File: src/common/pcrb_pkg.sv
// Constants and types for the paged control register bank
package pcrb_pkg;

  // Register offsets
  localparam logic [7:0] OFF_PAGE        = 8'h00;
  localparam logic [7:0] OFF_SWRST       = 8'h01;
  localparam logic [7:0] OFF_SLEEP       = 8'h02;
  localparam logic [7:0] OFF_CH6_SETUP4  = 8'h59;
  localparam logic [7:0] OFF_CH7_SETUP2  = 8'h5c;
  localparam logic [7:0] OFF_CH7_SETUP3  = 8'h5d;
  localparam logic [7:0] OFF_CH7_SETUP4  = 8'h5e;
  localparam logic [7:0] OFF_CH8_SETUP2  = 8'h61;
  localparam logic [7:0] OFF_CH8_SETUP3  = 8'h62;
  localparam logic [7:0] OFF_CH8_SETUP4  = 8'h63;
  localparam logic [7:0] OFF_SIGP_SETUP0 = 8'h6b;
  localparam logic [7:0] OFF_SIGP_SETUP1 = 8'h6c;
  localparam logic [7:0] OFF_AGAIN_SETUP = 8'h70;
  localparam logic [7:0] OFF_INPUT_CHANNEL_ENABLES    = 8'h73;
  localparam logic [7:0] OFF_OUT_CH_EN   = 8'h74;
  localparam logic [7:0] OFF_PWR_UP_CFG  = 8'h75;
  localparam logic [7:0] OFF_DEV_STATE0  = 8'h76;
  localparam logic [7:0] OFF_DEV_STATE1  = 8'h77;
  localparam logic [7:0] OFF_BUS_CKSUM   = 8'h7e;

  // Page that holds the control registers
  localparam logic [7:0] PAGE_CTRL       = 8'h00;

  // Reset values
  localparam logic [7:0] PAGE_RST        = 8'h00;
  localparam logic       SWRST_RST       = 1'b0;
  localparam logic [7:0] SLEEP_RST       = 8'h00;

  // Field positions and masks
  localparam int         SWRST_BIT       = 0;
  localparam logic [7:0] SLEEP_WR_MASK   = 8'hfd;

  // Fixed broadcast target address
  localparam logic [6:0] BCAST_ADDR      = 7'h4c;

  // Quick-charge durations, nominal
  localparam int         CLK_HZ          = 50_000_000;
  localparam real        QCHG0_MS        = 3.5;
  localparam real        QCHG1_MS        = 10.0;
  localparam real        QCHG2_MS        = 50.0;
  localparam real        QCHG3_MS        = 100.0;
  localparam int         QCHG0_CYC       = int'(QCHG0_MS * CLK_HZ / 1000.0);
  localparam int         QCHG1_CYC       = int'(QCHG1_MS * CLK_HZ / 1000.0);
  localparam int         QCHG2_CYC       = int'(QCHG2_MS * CLK_HZ / 1000.0);
  localparam int         QCHG3_CYC       = int'(QCHG3_MS * CLK_HZ / 1000.0);
  localparam int         QCHG_CNT_W      = 23;

  // Sleep and supply configuration layout
  typedef struct packed {
    logic       analog_supply_source_sel;
    logic [1:0] rsv_rw;
    logic [1:0] reference_fast_charge_time;
    logic       broadcast_address_enable;
    logic       rsv_ro;
    logic       wake_enable_n;
  } pcrb_sleep_cfg_t;

  // Control bus pins after synchronisation
  typedef struct packed {
    logic scl;
    logic sda;
  } pcrb_bus_t;

  // Control bus target states
  typedef enum logic [6:0] {
    ST_IDLE  = 7'b0000001,
    ST_ADDR  = 7'b0000010,
    ST_ACK   = 7'b0000100,
    ST_REG   = 7'b0001000,
    ST_WDATA = 7'b0010000,
    ST_RDATA = 7'b0100000,
    ST_RACK  = 7'b1000000
  } pcrb_state_t;

endpackage : pcrb_pkg

File: src/design/pcrb_bank.sv
// Paged control register bank with serial control bus target
`timescale 1ns/1ns
module pcrb_bank #(
  parameter int          STRAP_W    = 2,
  parameter logic [6:0]  STRAP_BASE = 7'h48,
  parameter int unsigned QCHG_CYC0  = pcrb_pkg::QCHG0_CYC,
  parameter int unsigned QCHG_CYC1  = pcrb_pkg::QCHG1_CYC,
  parameter int unsigned QCHG_CYC2  = pcrb_pkg::QCHG2_CYC,
  parameter int unsigned QCHG_CYC3  = pcrb_pkg::QCHG3_CYC
) (
  // Clock and reset
  input  wire logic               clk_sys,
  input  wire logic               rstn,
  // Serial control bus, open drain data
  input  wire logic               scl_i,
  input  wire logic               sda_i,
  output logic                    sda_o,
  output logic                    sda_oe,
  // Address strap pins
  input  wire logic [STRAP_W-1:0] addr_strap,
  // Configuration outputs
  output logic [7:0]              page_sel,
  output logic                    soft_reset_pulse,
  output logic                    analog_supply_source_sel,
  output logic [1:0]              reference_fast_charge_time,
  output logic                    broadcast_address_enable,
  output logic                    sleep_mode,
  output logic                    ref_fast_charge_active
);

  localparam int CW = pcrb_pkg::QCHG_CNT_W;

  if (STRAP_W < 1 || STRAP_W > 6) begin : g_chk_strap
    $error("STRAP_W must lie between 1 and 6");
  end
  if (QCHG_CYC0 < 1 || QCHG_CYC1 < 1 || QCHG_CYC2 < 1 || QCHG_CYC3 < 1) begin : g_chk_min
    $error("Quick-charge counts must be at least one");
  end
  if (QCHG_CYC0 >= 2**CW || QCHG_CYC1 >= 2**CW || QCHG_CYC2 >= 2**CW ||
      QCHG_CYC3 >= 2**CW) begin : g_chk_max
    $error("Quick-charge counts exceed the counter");
  end

  // Reset release
  logic rst_meta_q;
  logic rst_n_q;

  always_ff @(posedge clk_sys or negedge rstn) begin
    if (!rstn) begin
      rst_meta_q <= 1'b0;
      rst_n_q    <= 1'b0;
    end else begin
      rst_meta_q <= 1'b1;
      rst_n_q    <= rst_meta_q;
    end
  end

  // Input synchronisation
  pcrb_pkg::pcrb_bus_t  bus_s;
  pcrb_pkg::pcrb_bus_t  bus_p_q;
  logic [STRAP_W-1:0]   strap_s;

  pcrb_sync #(
    .W    (2),
    .INIT (2'h3)
  ) u_bus_sync (
    .clk_sys (clk_sys),
    .rst_n   (rst_n_q),
    .d       ({scl_i, sda_i}),
    .q       (bus_s)
  );

  pcrb_sync #(
    .W    (STRAP_W),
    .INIT ('0)
  ) u_strap_sync (
    .clk_sys (clk_sys),
    .rst_n   (rst_n_q),
    .d       (addr_strap),
    .q       (strap_s)
  );

  always_ff @(posedge clk_sys or negedge rst_n_q) begin
    if (!rst_n_q) begin
      bus_p_q <= 2'h3;
    end else begin
      bus_p_q <= bus_s;
    end
  end

  // Bus condition detection
  wire scl_rise  = bus_s.scl & ~bus_p_q.scl;
  wire scl_fall  = ~bus_s.scl & bus_p_q.scl;
  wire start_det = bus_s.scl & bus_p_q.scl & bus_p_q.sda & ~bus_s.sda;
  wire stop_det  = bus_s.scl & bus_p_q.scl & ~bus_p_q.sda & bus_s.sda;

  // Register state
  logic [7:0]                page_q;
  logic                      swrst_q;
  pcrb_pkg::pcrb_sleep_cfg_t sleep_q;
  logic                      sleep_mode_q;
  logic                      qchg_active_q;
  logic [CW-1:0]             qchg_cnt_q;

  // Target address selection
  wire [6:0] strap_addr = {STRAP_BASE[6:STRAP_W], strap_s};
  wire [6:0] my_addr    = sleep_q.broadcast_address_enable ? pcrb_pkg::BCAST_ADDR
                                                           : strap_addr;

  // Bus target state
  pcrb_pkg::pcrb_state_t st_q;
  pcrb_pkg::pcrb_state_t st_d;
  pcrb_pkg::pcrb_state_t nxt_q;
  pcrb_pkg::pcrb_state_t nxt_d;
  logic [3:0]            bit_q;
  logic [3:0]            bit_d;
  logic [7:0]            shift_q;
  logic [7:0]            shift_d;
  logic [7:0]            tx_q;
  logic [7:0]            tx_d;
  logic [7:0]            ptr_q;
  logic [7:0]            ptr_d;
  logic                  oe_q;
  logic                  oe_d;
  logic                  nack_q;
  logic                  nack_d;
  logic                  wr_en;

  // Read data selection
  wire       on_ctrl_page = (page_q == pcrb_pkg::PAGE_CTRL);
  wire [7:0] sleep_rd     = sleep_q & pcrb_pkg::SLEEP_WR_MASK;
  wire [7:0] rd_byte      =
    (ptr_q == pcrb_pkg::OFF_PAGE)                  ? page_q :
    (on_ctrl_page && ptr_q == pcrb_pkg::OFF_SWRST) ? {7'h00, swrst_q} :
    (on_ctrl_page && ptr_q == pcrb_pkg::OFF_SLEEP) ? sleep_rd :
                                                     8'h00;
  wire       addr_match   = (shift_q[7:1] == my_addr);
  wire       byte_done    = scl_fall && (bit_q == 4'h8);

  // Write decode
  wire wr_page  = wr_en && (ptr_q == pcrb_pkg::OFF_PAGE);
  wire wr_swrst = wr_en && on_ctrl_page && (ptr_q == pcrb_pkg::OFF_SWRST);
  wire wr_sleep = wr_en && on_ctrl_page && (ptr_q == pcrb_pkg::OFF_SLEEP);

  always_comb begin
    st_d    = st_q;
    nxt_d   = nxt_q;
    bit_d   = bit_q;
    shift_d = shift_q;
    tx_d    = tx_q;
    ptr_d   = ptr_q;
    oe_d    = oe_q;
    nack_d  = nack_q;
    wr_en   = 1'b0;
    if (stop_det) begin
      st_d = pcrb_pkg::ST_IDLE;
      oe_d = 1'b0;
    end else if (start_det) begin
      st_d  = pcrb_pkg::ST_ADDR;
      bit_d = 4'h0;
      oe_d  = 1'b0;
    end else begin
      case (st_q)
        pcrb_pkg::ST_ADDR, pcrb_pkg::ST_REG, pcrb_pkg::ST_WDATA: begin
          if (scl_rise && bit_q != 4'h8) begin
            shift_d = {shift_q[6:0], bus_s.sda};
            bit_d   = bit_q + 4'h1;
          end else if (byte_done) begin
            bit_d = 4'h0;
            st_d  = pcrb_pkg::ST_ACK;
            oe_d  = 1'b1;
            if (st_q == pcrb_pkg::ST_ADDR) begin
              nxt_d = shift_q[0] ? pcrb_pkg::ST_RDATA : pcrb_pkg::ST_REG;
              if (!addr_match) begin
                st_d = pcrb_pkg::ST_IDLE;
                oe_d = 1'b0;
              end
            end else if (st_q == pcrb_pkg::ST_REG) begin
              ptr_d = shift_q;
              nxt_d = pcrb_pkg::ST_WDATA;
            end else begin
              wr_en = 1'b1;
              ptr_d = ptr_q + 8'h01;
              nxt_d = pcrb_pkg::ST_WDATA;
            end
          end
        end
        pcrb_pkg::ST_ACK: begin
          if (scl_fall) begin
            if (nxt_q == pcrb_pkg::ST_RDATA) begin
              tx_d  = rd_byte;
              ptr_d = ptr_q + 8'h01;
              oe_d  = ~rd_byte[7];
              bit_d = 4'h0;
            end else begin
              oe_d = 1'b0;
            end
            st_d = nxt_q;
          end
        end
        pcrb_pkg::ST_RDATA: begin
          if (scl_fall) begin
            if (bit_q == 4'h7) begin
              oe_d = 1'b0;
              st_d = pcrb_pkg::ST_RACK;
            end else begin
              bit_d = bit_q + 4'h1;
              tx_d  = {tx_q[6:0], 1'b0};
              oe_d  = ~tx_q[6];
            end
          end
        end
        pcrb_pkg::ST_RACK: begin
          if (scl_rise) begin
            nack_d = bus_s.sda;
          end else if (scl_fall) begin
            if (nack_q) begin
              st_d = pcrb_pkg::ST_IDLE;
            end else begin
              tx_d  = rd_byte;
              ptr_d = ptr_q + 8'h01;
              oe_d  = ~rd_byte[7];
              bit_d = 4'h0;
              st_d  = pcrb_pkg::ST_RDATA;
            end
          end
        end
        pcrb_pkg::ST_IDLE: begin
          oe_d = 1'b0;
        end
        default: begin
          st_d = pcrb_pkg::ST_IDLE;
          oe_d = 1'b0;
        end
      endcase
    end
  end

  always_ff @(posedge clk_sys or negedge rst_n_q) begin
    if (!rst_n_q) begin
      st_q    <= pcrb_pkg::ST_IDLE;
      nxt_q   <= pcrb_pkg::ST_IDLE;
      bit_q   <= 4'h0;
      shift_q <= 8'h00;
      tx_q    <= 8'h00;
      ptr_q   <= 8'h00;
      oe_q    <= 1'b0;
      nack_q  <= 1'b0;
    end else begin
      st_q    <= st_d;
      nxt_q   <= nxt_d;
      bit_q   <= bit_d;
      shift_q <= shift_d;
      tx_q    <= tx_d;
      ptr_q   <= ptr_d;
      oe_q    <= oe_d;
      nack_q  <= nack_d;
    end
  end

  // Control registers
  always_ff @(posedge clk_sys or negedge rst_n_q) begin
    if (!rst_n_q) begin
      page_q  <= pcrb_pkg::PAGE_RST;
      swrst_q <= pcrb_pkg::SWRST_RST;
      sleep_q <= pcrb_pkg::SLEEP_RST;
    end else if (swrst_q) begin
      page_q  <= pcrb_pkg::PAGE_RST;
      sleep_q <= pcrb_pkg::SLEEP_RST;
      swrst_q <= 1'b0;
    end else begin
      if (wr_page) begin
        page_q <= shift_q;
      end
      if (wr_swrst) begin
        swrst_q <= shift_q[pcrb_pkg::SWRST_BIT];
      end
      if (wr_sleep) begin
        sleep_q <= shift_q & pcrb_pkg::SLEEP_WR_MASK;
      end
    end
  end

  // Sleep state and reference quick charge on wake
  wire           qchg_start = sleep_mode_q && sleep_q.wake_enable_n;
  wire [CW-1:0]  qchg_dur   =
    (sleep_q.reference_fast_charge_time == 2'h0) ? CW'(QCHG_CYC0) :
    (sleep_q.reference_fast_charge_time == 2'h1) ? CW'(QCHG_CYC1) :
    (sleep_q.reference_fast_charge_time == 2'h2) ? CW'(QCHG_CYC2) :
                                                   CW'(QCHG_CYC3);

  always_ff @(posedge clk_sys or negedge rst_n_q) begin
    if (!rst_n_q) begin
      sleep_mode_q  <= 1'b1;
      qchg_active_q <= 1'b0;
      qchg_cnt_q    <= '0;
    end else begin
      sleep_mode_q <= ~sleep_q.wake_enable_n;
      if (qchg_start) begin
        qchg_active_q <= 1'b1;
        qchg_cnt_q    <= qchg_dur - CW'(1);
      end else if (sleep_mode_q || qchg_cnt_q == '0) begin
        qchg_active_q <= 1'b0;
      end else begin
        qchg_cnt_q <= qchg_cnt_q - CW'(1);
      end
    end
  end

  // Outputs
  assign sda_o                      = 1'b0;
  assign sda_oe                     = oe_q;
  assign page_sel                   = page_q;
  assign soft_reset_pulse           = swrst_q;
  assign analog_supply_source_sel   = sleep_q.analog_supply_source_sel;
  assign reference_fast_charge_time = sleep_q.reference_fast_charge_time;
  assign broadcast_address_enable   = sleep_q.broadcast_address_enable;
  assign sleep_mode                 = sleep_mode_q;
  assign ref_fast_charge_active     = qchg_active_q;

  // Checks
  page_write_a: assert property (@(posedge clk_sys) disable iff (!rst_n_q)
    wr_page && !swrst_q |=> page_sel == $past(shift_q))
    else $error("Page select did not take the written value");

  swrst_set_a: assert property (@(posedge clk_sys) disable iff (!rst_n_q)
    wr_swrst && shift_q[0] && !swrst_q |=> soft_reset_pulse)
    else $error("Soft reset not triggered by a one");

  swrst_dflt_a: assert property (@(posedge clk_sys) disable iff (!rst_n_q)
    soft_reset_pulse |=> page_sel == pcrb_pkg::PAGE_RST && sleep_q == pcrb_pkg::SLEEP_RST
    ##1 sleep_mode)
    else $error("Soft reset left a register off its default");

  swrst_zero_a: assert property (@(posedge clk_sys) disable iff (!rst_n_q)
    wr_swrst && !shift_q[0] && !swrst_q |=> !soft_reset_pulse)
    else $error("Writing zero triggered a soft reset");

  swrst_clear_a: assert property (@(posedge clk_sys) disable iff (!rst_n_q)
    soft_reset_pulse |=> !soft_reset_pulse)
    else $error("Soft reset bit did not clear itself");

  supply_sel_a: assert property (@(posedge clk_sys) disable iff (!rst_n_q)
    wr_sleep && !swrst_q |=> analog_supply_source_sel == $past(shift_q[7]))
    else $error("Supply source select not updated");

  qchg_load_a: assert property (@(posedge clk_sys) disable iff (!rst_n_q)
    qchg_start |=> ref_fast_charge_active && qchg_cnt_q == $past(qchg_dur) - CW'(1))
    else $error("Quick-charge counter loaded with wrong duration");

  bcast_addr_a: assert property (@(posedge clk_sys) disable iff (!rst_n_q)
    broadcast_address_enable && byte_done && st_q == pcrb_pkg::ST_ADDR
    |=> (st_q == pcrb_pkg::ST_ACK) == ($past(shift_q[7:1]) == 7'h4c))
    else $error("Broadcast address not answered");

  strap_addr_a: assert property (@(posedge clk_sys) disable iff (!rst_n_q)
    !broadcast_address_enable && byte_done && st_q == pcrb_pkg::ST_ADDR
    |=> (st_q == pcrb_pkg::ST_ACK) ==
        ($past(shift_q[7:1]) == {STRAP_BASE[6:STRAP_W], $past(strap_s)}))
    else $error("Target address does not follow straps");

  sleep_mode_a: assert property (@(posedge clk_sys) disable iff (!rst_n_q)
    ##1 sleep_mode == !$past(sleep_q.wake_enable_n))
    else $error("Sleep mode does not follow wake bit");

  rsv_read_a: assert property (@(posedge clk_sys) disable iff (!rst_n_q)
    sleep_rd[1] == 1'b0 && (ptr_q != 8'h01 || rd_byte[7:1] == 7'h00))
    else $error("Reserved read-only bit reads non-zero");

endmodule : pcrb_bank

File: src/design/pcrb_sync.sv
// Three-stage input synchroniser with agreement filter
`timescale 1ns/1ns
module pcrb_sync #(
  parameter int         W    = 1,
  parameter logic [W-1:0] INIT = '0
) (
  // Clock and reset
  input  wire logic         clk_sys,
  input  wire logic         rst_n,
  // Asynchronous input and filtered output
  input  wire logic [W-1:0] d,
  output logic      [W-1:0] q
);

  logic [W-1:0] s1_q;
  logic [W-1:0] s2_q;
  logic [W-1:0] s3_q;
  logic [W-1:0] q_q;

  if (W < 1) begin : g_chk
    $error("pcrb_sync width must be at least one");
  end

  always_ff @(posedge clk_sys or negedge rst_n) begin
    if (!rst_n) begin
      s1_q <= INIT;
      s2_q <= INIT;
      s3_q <= INIT;
      q_q  <= INIT;
    end else begin
      s1_q <= d;
      s2_q <= s1_q;
      s3_q <= s2_q;
      // Only a level seen on two stages counts
      if (s2_q == s3_q) begin
        q_q <= s3_q;
      end
    end
  end

  assign q = q_q;

endmodule : pcrb_sync

File: config.mk
export PLATFORM = sky130hd
export DESIGN_NAME = pcrb_bank
export DESIGN_NICKNAME = d
export VERILOG_FILES = /design/src/common/pcrb_pkg.sv /design/src/design/pcrb_bank.sv /design/src/design/pcrb_sync.sv
export SDC_FILE = /design/constraint.sdc
export NUM_CORES = 1
export LEC_CHECK = 0
export ABC_AREA = 1
export ABC_CLOCK_PERIOD_IN_PS = 2900
export BUFFER_PORTS_ARGS = -buffer_cell sky130_fd_sc_hd__buf_4
export CAP_MARGIN = 20
export CORE_UTILIZATION = 37
export DETAILED_ROUTE_END_ITERATION = 12
export PLACE_DENSITY = 0.53
export SETUP_SLACK_MARGIN = 0.1
export SLEW_MARGIN = 20
export SYNTH_ARGS = -nofsm -noshare
export SYNTH_HDL_FRONTEND = slang
export SYNTH_SLANG_ARGS = --single-unit
File: constraint.sdc
create_clock -name clk_sys -period 2.9 [get_ports clk_sys]
set_input_delay 0.58 -clock clk_sys [delete_from_list [all_inputs] [get_ports clk_sys]]
set_output_delay 0.58 -clock clk_sys [all_outputs]
set_load 0.01 [all_outputs]
==> run summary <==
FMAX = 428 MHz
Setup_tns = 0 ns
Syn. warnings = 0
Avg WL per Cell = 14.2 um
Clk Latency, worst-skew pair = 0.36 ns
Placed cells = 1018
Worst r2r dst = qchg_cnt_q[17]$_DFFE_PN0P_
PnR worst setup slack = 0.565 ns
Via count = 5113
H-tree depth = 3
R2R cell count = 11
Post-CTS setup buffer count = 0
Total Wirelength = 14.7 mm
Number of CTS-inserted buffers = 9
Layout fillers = 1629
CTS tree = built
Site Rows = 45
Finished Cell Area = 6580 sq um
WP data arrival = 2.58 ns
Crit path from = sleep_mode$_DFF_PN1_
Seq/Total Area, Yosys = 42.9%
Family with the most delay on the worst path = simple AND/OR/NAND/NOR gates
Die H = 129 um
Max-cap viol count = 0
Clk_skew = 0.00807 ns
Diode count = 0
Largest stage delay on the critical path = 0.56 ns
Fin cells = 1035
Vias per cell = 4.94
Setup crit end kind = flip-flop
CTS sink cnt = 101
RR Startpoint = sleep_mode$_DFF_PN1_
Flop2flop setup slack = 0.57 ns
Post-DP Area = 6290 sq um
Vias in the first global route = 4883
Nets = 837
Core Area = 15400 sq um
Largest net degree at the start of global routing = 64
Worst-path clk slew = 0.07 ns
Crit path kind = flip-flop to flip-flop
Pwr/cell area = 546 nW/um^2
Status = complete, no violations
Layout cells sized above 1 = 14.0%
Starting Density = 38.5%
Levels on crit path = 11
DRT iter0 DRCs = 293
Post-Syn Area = 5930 sq um
Placer congestion estimate = 0.888
Syn_area_per_cell = 7.45 sq um
CTS Root Cell = clkbuf_16
CP Capture Point = qchg_cnt_q[17]$_DFFE_PN0P_
Antenna violations before repair = 0
Die Wd = 129 um
PortBufs = 21
Worst Hold Class = flip-flop to asynchronous set/reset pin
Peak VDD IR = 0.329 mV
CP Buf/Inv Count = 1
Drt pass-1 iters = 5
Slew Viols, Final = 0
Die Area = 16500 sq um
Final setup violation count = 0
CP Cell Sequence = nand2_2 -> inv_2 -> nand2_1 -> nand2_2 -> nand3_1 -> nor2_2 -> nand2_1 -> nor2_1 -> nand2_1 -> nand3_1 -> nand2_1
RSZ-0062 raised after global routing = false
Post-place setup slack = 0.628 ns
Clock Tree Buf Depth = 2
Gr usage total = 19.2%
Critical Path RT = 3.14 ns
Post-layout min period = 2.33 ns
Max-Slew Margin vs Limit = 63.2%
Antenna Nets Post-Route = 0
Synth cell types = 43
LEAKAGE = 3.30 nW
Most common cell on crit path = nand2_1
Syn nets = 815
Measured slew at the worst slew-check pin = 0.547 ns
Startpoint types = flip-flop
Syn Inst Count = 797
Number of synthesized register bits = 101
Global-route wire length before repair = 24.4 mm
Final HPWL from detailed placement = 11.0 mm
Slowest-stage cell, CP = dfstp_2
Final Hold Viols = 0
Fin crit share = 80.5%
IO Pins = 23
DRC errors left = 0
Total grt overflow = 0
Area growth syn-to-layout = 10.8%
Worst-path fanout max = 22
timing repair:
action	in CTS	in global routing
hold buffers	1	0
hold endpoints to repair	2	0
gates resized for setup	0	0
setup endpoints to repair	0	0
synthesized netlist by cell type, drive strengths merged:
| library cell | n | area share, % |
|---|---|---|
| conb | 2 | 0.13 |
| a31oi | 3 | 0.32 |
| nor2 | 102 | 7.5 |
| inv | 106 | 6.7 |
| nand3 | 76 | 6.8 |
| nand2 | 234 | 15 |
| o211ai | 2 | 0.25 |
| or2 | 6 | 0.63 |
| o21a | 2 | 0.25 |
| a21oi | 12 | 1.2 |
| dfrtp | 88 | 37 |
| clkbuf | 2 | 0.13 |
| o21bai | 2 | 0.25 |
| xnor2 | 4 | 0.59 |
| dfstp | 13 | 5.8 |
| a22o | 1 | 0.15 |
| buf | 12 | 1.6 |
| nand4 | 21 | 2.8 |
| ha | 12 | 2.5 |
| o22ai | 6 | 0.63 |
| xor2 | 7 | 1.0 |
| nor3 | 7 | 0.67 |
| nand3b | 2 | 0.25 |
| and2 | 1 | 0.11 |
| o21ai | 72 | 7.0 |
| o31ai | 1 | 0.13 |
| nor4 | 1 | 0.11 |
logic make-up after synthesis:
group / share of synthesized area, %
DFF: 42.9
and+or+nand+nor: 34.3
other: 0.127
adders and majority gates: 2.53
xor gates and xnor gates: 1.62
AOI/OAI and AO/OA: 10.1
buffers and inverters: 8.43
worst min-delay path by stage:
stage,to,slack (ns),cells past startpoint
CTS,u_strap_sync.s1_q[1]$_DFF_PN0_,0.31,1
finish,ref_fast_charge_active$_DFFE_PN0P_,0.32,0
detailed placement,ref_fast_charge_active$_DFFE_PN0P_,0.34,0
global placement,ref_fast_charge_active$_DFFE_PN0P_,0.34,0
floorplan,rst_meta_q$_DFF_PN0_,0.28,0
global route,u_strap_sync.s1_q[1]$_DFF_PN0_,0.30,1
routing by layer:
layer	vias up	wire [um]	part of all wire, %	GRT usage, %
met5	-	0	0	0
met4	0	392	2.7	7.61
met3	25	545	3.7	4.66
met2	113	7000	48	32.1
met1	2390	6730	46	23.9
li1	2585	-	-	-
per-stage QoR:
stage	hold WS, ns	power (W)	util (%)
2_1_floorplan	0.284	0.00226	-
3_3_place_gp	0.337	0.00244	40.8
3_5_place_dp	0.341	0.00246	40.8
4_1_cts	0.308	0.00364	42.6
5_1_grt	0.301	0.00382	42.6
6_report	0.315	0.00359	42.6
worst reg2reg max path: cells and delay by family, from the launching register on:
family	cells	cell delay, ns
flops	1	0.56
buf+inv	1	0.31
simple gates	10	1.36
sequential cells by signal (all words and copies together) (netlist names), 3 cells and up:
| register | count |
|---|---|
| sleep_q | 3 |
| page_sel | 8 |
| tx_q | 7 |
| st_q | 7 |
| nxt_q | 4 |
| qchg_cnt_q | 23 |
| ptr_q | 8 |
| shift_q | 8 |
| bit_q | 4 |
layout make-up:
cell class	instances	area [sq um]	area share [%]
multi-input cells	576	2890	43.9
flip-flops and latches	101	2550	38.7
inverters	106	398	6.05
well taps	211	264	4.01
clock buffers	10	229	3.48
repair buffers	25	203	3.08
clock inverters	6	45.0	0.685
cells in the final DEF, fill, tap and decap left out, drive strengths merged:
| master | netlist | routed |
|---|---|---|
| conb | 2 | 2 |
| and2 | 1 | 1 |
| nor4 | 1 | 1 |
| dfstp | 13 | 13 |
| ha | 12 | 12 |
| o22ai | 6 | 6 |
| nand3 | 76 | 76 |
| nand4 | 21 | 21 |
| a21oi | 12 | 12 |
| or2 | 6 | 6 |
| dlygate4sd3 | 0 | 1 |
| a31oi | 3 | 3 |
| dfrtp | 88 | 88 |
| nand2 | 234 | 234 |
| inv | 106 | 110 |
| buf | 12 | 24 |
| clkbuf | 2 | 10 |
| nor3 | 7 | 7 |
| o31ai | 1 | 1 |
| a22o | 1 | 1 |
| o211ai | 2 | 2 |
| o21ai | 72 | 72 |
| o21bai | 2 | 2 |
| nor2 | 102 | 102 |
| xnor2 | 4 | 4 |
| o21a | 2 | 2 |
| xor2 | 7 | 7 |
| nand3b | 2 | 2 |
| clkinv | 0 | 2 |
report_power, final:
group          internal [W]  switching [W]  total [W]  leakage (nW)
Sequential          0.00152       0.000106    0.00163          1.34
Clock              0.000593       0.000571    0.00116         0.139
Combinational      0.000244       0.000556   0.000800          1.83
Total               0.00236        0.00123    0.00359          3.30
(Power assumes the default switching activity.)
